File: config.mk
export PLATFORM = sky130hd
export DESIGN_NAME = asctl_host
export DESIGN_NICKNAME = d
export VERILOG_FILES = /design/src/design/asctl_pkg.sv /design/src/design/asctl_host.sv /design/src/design/asctl_timer.sv
export SDC_FILE = /design/constraint.sdc
export NUM_CORES = 1
export LEC_CHECK = 0
export BUFFER_PORTS_ARGS = -buffer_cell sky130_fd_sc_hd__buf_2
export CAP_MARGIN = 0
export CORE_MARGIN = 3
export CORE_UTILIZATION = 40
export DETAILED_ROUTE_END_ITERATION = 10
export GPL_TIMING_DRIVEN = 0
export PLACE_DENSITY = 0.64
export SYNTH_ARGS = -nofsm -noshare
export SYNTH_HDL_FRONTEND = slang
export SYNTH_SLANG_ARGS = --single-unit
File: constraint.sdc
create_clock -name sys_clk_i -period 1.8 [get_ports sys_clk_i]
set_input_delay 0.36 -clock sys_clk_i [delete_from_list [all_inputs] [get_ports sys_clk_i]]
set_output_delay 0.36 -clock sys_clk_i [all_outputs]
set_load 0.1 [all_outputs]
File: src/design/asctl_pkg.sv
// Purpose: shared constants and carriers for the async static-memory host controller
// Assumes: 40 MHz system clock, 25 ns period
// Notes: times in ns as printed, cycle counts derived from them
package asctl_pkg;
	localparam int CLK_PERIOD_NS = 25;
	localparam int ADDR_W = 17;
	localparam int DATA_W = 16;
	// least times round up, never below one cycle
	localparam int READ_CYCLE_MIN_NS = 45;
	localparam int ACCESS_MAX_NS = 45;
	localparam int WRITE_CYCLE_MIN_NS = 45;
	localparam int WE_PULSE_MIN_NS = 35;
	localparam int DATA_SETUP_NS = 25;
	localparam int OUT_OFF_MAX_NS = 18;
	localparam int RECOVERY_AFTER_RETENTION_NS = 45;
	function automatic int ns_to_cyc(input int ns);
		int c;
		c = (ns + CLK_PERIOD_NS - 1) / CLK_PERIOD_NS;
		return (c < 1) ? 1 : c;
	endfunction : ns_to_cyc
	localparam int READ_CYC = ns_to_cyc(READ_CYCLE_MIN_NS);
	localparam int ACCESS_CYC = ns_to_cyc(ACCESS_MAX_NS);
	localparam int WE_CYC = ns_to_cyc(WE_PULSE_MIN_NS);
	localparam int WRITE_CYC = ns_to_cyc(WRITE_CYCLE_MIN_NS);
	localparam int TURN_CYC = ns_to_cyc(OUT_OFF_MAX_NS);
	localparam int RECOVER_CYC = ns_to_cyc(RECOVERY_AFTER_RETENTION_NS);
	localparam logic [3:0] CNT_RESET = 4'h0;
	typedef struct packed {
		logic we;
		logic [ADDR_W-1:0] addr;
		logic [1:0] lanes;
		logic [DATA_W-1:0] wdata;
	} asctl_req_s;
	typedef struct packed {
		logic ce_n;
		logic we_n;
		logic oe_n;
		logic upper_byte_sel_n;
		logic lower_byte_sel_n;
	} asctl_ctl_s;
	localparam asctl_ctl_s CTL_IDLE = '{ce_n: 1'b1, we_n: 1'b1, oe_n: 1'b1,
		upper_byte_sel_n: 1'b1, lower_byte_sel_n: 1'b1};
	typedef enum logic [2:0] {ST_IDLE, ST_RD, ST_WR, ST_TURN, ST_RET, ST_RECOVER} asctl_state_e;
endpackage : asctl_pkg

File: src/design/asctl_host.sv
// Purpose: host controller driving an asynchronous 128K x 16 static memory
// Assumes: one request at a time; pins registered; read data pins double synchronised
// Notes: every phase held for whole cycles so each least time is met with margin
`timescale 1ns/1ps
`default_nettype none
module asctl_host (
	input wire logic sys_clk_i,
	input wire logic rst_i,
	input wire logic req_valid_i,
	input wire asctl_pkg::asctl_req_s req_i,
	output logic req_ready_o,
	output logic rdata_valid_o,
	output logic [asctl_pkg::DATA_W-1:0] rdata_o,
	input wire logic retention_req_i,
	output logic retention_ok_o,
	output logic [asctl_pkg::ADDR_W-1:0] mem_addr_o,
	output asctl_pkg::asctl_ctl_s mem_ctl_o,
	input wire logic [asctl_pkg::DATA_W-1:0] mem_dq_i,
	output logic [asctl_pkg::DATA_W-1:0] mem_dq_o,
	output logic [1:0] mem_dq_oe_o
);
	import asctl_pkg::*;
	asctl_state_e state_reg, state_next;
	asctl_req_s cur_reg, cur_next;
	asctl_ctl_s ctl_reg, ctl_next;
	logic [1:0] dq_oe_reg, dq_oe_next;
	logic [DATA_W-1:0] rdata_reg, rdata_next;
	logic rvalid_reg, rvalid_next;
	logic [DATA_W-1:0] dq_s1_reg, dq_s2_reg;
	logic ret_s1_reg, ret_s2_reg;
	logic load;
	logic [3:0] load_val;
	logic done;
	asctl_timer #(.W(4)) u_timer (
		.sys_clk_i(sys_clk_i),
		.rst_i(rst_i),
		.load_i(load),
		.value_i(load_val),
		.done_o(done)
	);
	// lane enable mask from the request's lane picks, high selects
	function automatic logic [DATA_W-1:0] lane_mask(input logic [1:0] lanes);
		return {{8{lanes[1]}}, {8{lanes[0]}}};
	endfunction : lane_mask
	always_ff @(posedge sys_clk_i)
	begin
		if (rst_i)
		begin
			dq_s1_reg <= '0;
			dq_s2_reg <= '0;
			ret_s1_reg <= 1'b0;
			ret_s2_reg <= 1'b0;
		end
		else
		begin
			dq_s1_reg <= mem_dq_i;
			dq_s2_reg <= dq_s1_reg;
			ret_s1_reg <= retention_req_i;
			ret_s2_reg <= ret_s1_reg;
		end
	end
	always_comb
	begin
		state_next = state_reg;
		cur_next = cur_reg;
		ctl_next = ctl_reg;
		dq_oe_next = dq_oe_reg;
		rdata_next = rdata_reg;
		rvalid_next = 1'b0;
		load = 1'b0;
		load_val = CNT_RESET;
		case (state_reg)
			ST_IDLE:
			begin
				ctl_next = CTL_IDLE;
				dq_oe_next = 2'b00;
				if (ret_s2_reg)
					state_next = ST_RET;
				else if (req_valid_i && req_i.lanes != 2'b00)
				begin
					cur_next = req_i;
					state_next = req_i.we ? ST_WR : ST_RD;
					// address and selects launch in the same edge
					ctl_next.ce_n = 1'b0;
					ctl_next.upper_byte_sel_n = ~req_i.lanes[1];
					ctl_next.lower_byte_sel_n = ~req_i.lanes[0];
					ctl_next.we_n = ~req_i.we;
					ctl_next.oe_n = req_i.we;
					dq_oe_next = req_i.we ? req_i.lanes : 2'b00;
					load = 1'b1;
					// two extra cycles cover the two-flop data synchroniser
					load_val = req_i.we ? 4'(WE_CYC) : 4'(ACCESS_CYC + 2);
				end
			end
			ST_RD:
				if (done)
				begin
					rdata_next = dq_s2_reg & lane_mask(cur_reg.lanes);
					rvalid_next = 1'b1;
					ctl_next = CTL_IDLE;
					load = 1'b1;
					load_val = 4'(TURN_CYC);
					state_next = ST_TURN;
				end
			ST_WR:
				if (done)
				begin
					// strobe, select and lanes end together; data still driven
					ctl_next = CTL_IDLE;
					load = 1'b1;
					load_val = 4'(WRITE_CYC - WE_CYC);
					state_next = ST_TURN;
				end
			ST_TURN:
			begin
				dq_oe_next = 2'b00;
				if (done)
					state_next = ST_IDLE;
			end
			ST_RET:
			begin
				ctl_next = CTL_IDLE;
				if (!ret_s2_reg)
				begin
					load = 1'b1;
					load_val = 4'(RECOVER_CYC);
					state_next = ST_RECOVER;
				end
			end
			ST_RECOVER:
				if (done)
					state_next = ST_IDLE;
			default:
				state_next = ST_IDLE;
		endcase
	end
	always_ff @(posedge sys_clk_i)
	begin
		if (rst_i)
		begin
			state_reg <= ST_IDLE;
			cur_reg <= '0;
			ctl_reg <= CTL_IDLE;
			dq_oe_reg <= 2'b00;
			rdata_reg <= '0;
			rvalid_reg <= 1'b0;
		end
		else
		begin
			state_reg <= state_next;
			cur_reg <= cur_next;
			ctl_reg <= ctl_next;
			dq_oe_reg <= dq_oe_next;
			rdata_reg <= rdata_next;
			rvalid_reg <= rvalid_next;
		end
	end
	assign req_ready_o = (state_reg == ST_IDLE) && !ret_s2_reg;
	assign retention_ok_o = (state_reg == ST_RET) && ctl_reg.ce_n;
	assign rdata_o = rdata_reg;
	assign rdata_valid_o = rvalid_reg;
	assign mem_addr_o = cur_reg.addr;
	assign mem_ctl_o = ctl_reg;
	assign mem_dq_o = cur_reg.wdata;
	assign mem_dq_oe_o = dq_oe_reg;
endmodule : asctl_host
`default_nettype wire

File: src/design/asctl_timer.sv
// Purpose: down counter that times each bus phase
// Assumes: load and count share one clock
// Notes: done is high while the count is zero
`timescale 1ns/1ps
`default_nettype none
module asctl_timer #(
	parameter int W = 4
) (
	input wire logic sys_clk_i,
	input wire logic rst_i,
	input wire logic load_i,
	input wire logic [W-1:0] value_i,
	output logic done_o
);
	logic [W-1:0] cnt_reg;
	logic [W-1:0] cnt_next;
	always_comb
	begin
		cnt_next = cnt_reg;
		if (load_i)
			cnt_next = value_i;
		else if (cnt_reg != '0)
			cnt_next = cnt_reg - 1'b1;
	end
	always_ff @(posedge sys_clk_i)
	begin
		if (rst_i)
			cnt_reg <= '0;
		else
			cnt_reg <= cnt_next;
	end
	assign done_o = (cnt_reg == '0);
endmodule : asctl_timer
`default_nettype wire

==> impl_results.md <==
- Most frequent standard cell in the layout excluding fill and tap cells: buf_2
- Layout Area Growth over Synthesis: 30.0%
- CTS Root Buffer Type: clkbuf_8
- Worst slack on hold paths: between 150 and 200 ps
- Upper clock frequency limit: 0.575 GHz
- Worst EP required: 1440 ps
- Category of the worst setup path launch point: flip-flop
- Horizontal die dimension: 102 um
- Global router's overall resource usage: 15.7%
- Core area: 0.00885 mm2
- Total setup violations reported at the end of the flow: 0
- Total cell area at the placement stage: 0.00442 mm2
- CP Cell Sequence: buf_6 -> nor4_4 -> buf_6
- Filler cells: around 860
- Power density cells: roughly 1500 mW/mm2
- Share of the yosys chip area belonging to registers: 54.0%
- Smallest setup slack after layout: 62.4 ps
- Clock latency reported for the late side of the worst-skew pair: 360 ps
- TritonCTS clock tree: done
- Vertical extent of the die: 102 um
- Initial detailed-routing violation count: 83
- Worst-case reg-to-reg path depth: 6
- Setup slack of the worst register-to-register path: 90 ps
- Startpoint of the worst register-to-register path: u_timer.cnt_reg[1]
- Result of the run: complete, no violations
- Synth async-reset ratio: 0%
- First-pass detailed-route iteration total: 4
- Post-Route Skew: 16.5 ps
- Final instance area: approximately 0.0048 mm2
- Max-slew violation total from the final report: 0
- Worst slack at placement: -289 ps
- Number of global-route vias before repair: 2,756
- Total power: just over 7 mW
- Critical register-to-register path endpoint: state_reg[1]
- Worst setup path class: flip-flop to output pin
- Number of antenna violations at the first check in global routing: 0
- Critical Path End Type: output pin
- RSZ-0062 raised after global routing: yes
- Gate family responsible for the most delay along the worst path: buffers and inverters
- Initial cell density of the core: 41.9%
- GP Congestion: 0.792
- Share of post-route cells with drive strength above 1: 37.7%
- Pin count of the biggest net entering global routing: 22
- Post-route core utilization: 54.5%
- Maximum buffer depth of the clock tree: 2
- Data arrival time of the critical path: 1380 ps
- Final ANT Viol Nets: 0
- # Max-Cap Violations: 0
- Flip-flop count of the largest register, all copies and words added: 17
- H-Tree Level Count: 3
- Half-perimeter wire length after detailed placement: around 6000 um
- Peak supply drop: ~0.75 mV
- Transition time at the pin with the least slew margin: 574 ps
- Number of enable-type register cells in the synthesized netlist: 0
- Number of sinks on the clock net: 100
- Static power due to leakage: 2.17 nW
- Register bit total from synthesis: 100
- Worst hold path startpoint: mem_dq_i[5]
- Average wire per cell in the routed design: about 13 um
- Post-detailed-routing wire length: slightly above 8000 um
- CP Buf/Inv Count: 2
- Nets: 585
- Worst slew margin: 61.7%
- Antenna diode count: 0
- Post-Syn Area: roughly 0.0037 mm2
- Yosys synthesis warning count: 0
- Vias/cell: around 4.7
- Largest stage delay, worst path: 320 ps
- Top FF cell, synth: dfxtp_1
- Count of input and output buffers: around 110
- Distinct cell type count of the synthesized netlist: 44
- Kind of path behind the tightest hold check: input port to flip-flop
- Library cell contributing the largest single delay on the critical path: dfxtp_1
- Area of combinational cells with multiple inputs: 0.00138 mm2
- Top library cells by usage in the layout, fill and taps aside: buf_2, dfxtp_1, nand2_1
- Count of hold-fix buffers inserted at cts: 0
- Inserted Clock Buffers: 9
- Max FO, Critical Path: 10
- Post-route DRC: 0
- Share of the cycle needed by the critical path after routing: 96.5%
- Worst min-delay path endpoint: dq_s1_reg[5]
- Final count of hold timing violations: 0
- Area taken by flip-flops and latches: roughly 0.0020 mm2
- Overflow left after global routing: 0
- Time the worst path needs with I/O delays and setup: 1740 ps
- Number of vias in the routed layout: around 3,000
- Clock slew seen by the registers of the worst setup and hold paths: 120 ps
- Top-level port count: 115
- Most repeated library cell on the critical path: buf_6
- Mean post-synth cell area: 9.39 um2
- First-pass GRT wire length: 12,900 um
- Total nets after synthesis: 452
- Cells after Synth: 395
- Die area: around 0.010 mm2
- Number of placement rows: 34
- Cell depth of the worst min-delay path: 2
[area by class of cell]
class                   count  area share, %
flip-flops and latches    100           41.6
multi-input cells         235           28.6
repair buffers            123           14.2
plain buffers              54           7.89
well taps                 108           2.80
clock buffers               9           2.57
clock inverters             7           1.95
inverters                   5          0.389
[how the worst max path moves through the flow]
stage | startpoint | endpoint | slack, ps | cells after the start
floorplan | state_reg[1] | mem_dq_o[10] | -720 | 6
global placement | u_timer.cnt_reg[0] | mem_ctl_o[1] | -250 | 6
detailed placement | u_timer.cnt_reg[0] | mem_ctl_o[2] | -290 | 6
CTS | state_reg[0] | retention_ok_o | -0.1 | 4
global route | u_timer.cnt_reg[1] | u_timer.cnt_reg[0] | -20 | 6
finish | state_reg[1] | req_ready_o | 60 | 3
[power by group]
part           total (mW)  switching, mW  leakage [nW]  internal [mW]
Clock                1.45          0.884         0.107          0.566
Combinational        3.04           2.10          1.25          0.934
Sequential           2.59          0.139         0.819           2.45
Total                7.08           3.13          2.17           3.95
[Yosys cell counts (4+ instances only)]
| master | number | area, um2 |
|---|---|---|
| nand2_1 | 72 | 270 |
| dfxtp_1 | 100 | 2000 |
| buf_2 | 6 | 30.0 |
| o21a_1 | 4 | 30.0 |
| nor2b_1 | 34 | 213 |
| inv_1 | 5 | 18.8 |
| nor3_1 | 7 | 35.0 |
| nand3_1 | 5 | 25.0 |
| a21oi_1 | 41 | 205 |
| clkbuf_1 | 9 | 33.8 |
| a22o_1 | 16 | 140 |
| nor2_1 | 11 | 41.3 |
| buf_4 | 34 | 255 |
| o21ai_0 | 11 | 55.1 |
| buf_6 | 4 | 45.0 |
[cells by family after synthesis]
logic type               count (synthesis)  synth area share [%]
buffers and inverters                   60                  10.5
flip-flops                             100                  54.0
adder cells (fa/ha/maj)                  1                 0.337
XOR/XNOR                                 1                 0.236
AO/OA/AOI/OAI                           86                  14.7
AND/OR/NAND/NOR                        147                  20.2
[per-stage QoR]
| step | instances | setup TNS (ps) |
|---|---|---|
| CTS | 639 | -0.146 |
| detailed placement | 617 | -4730 |
| global placement | 617 | -4070 |
| finish | 641 | 0 |
| global route | 641 | -43.6 |
| floorplan | 395 | -27110 |
[repair_timing]
| action | 4_1_cts | 5_1_grt |
|---|---|---|
| pin swaps | 3 | 3 |
| resized for setup | 20 | 8 |
| hold endpoints to repair | 0 | 0 |
| setup endpoints to repair | 23 | 54 |
| buffers inserted | 6 | 3 |
[metal layers]
metal | share of wire [%] | vias to the layer above | global-route usage [%]
li1 | - | 1559 | -
met3 | 6.1 | 11 | 4.10
met5 | 0 | - | 0
met2 | 47 | 87 | 26.2
met4 | 1.3 | 0 | 4.74
met1 | 46 | 1343 | 19.9
(Power assumes the default switching activity.)
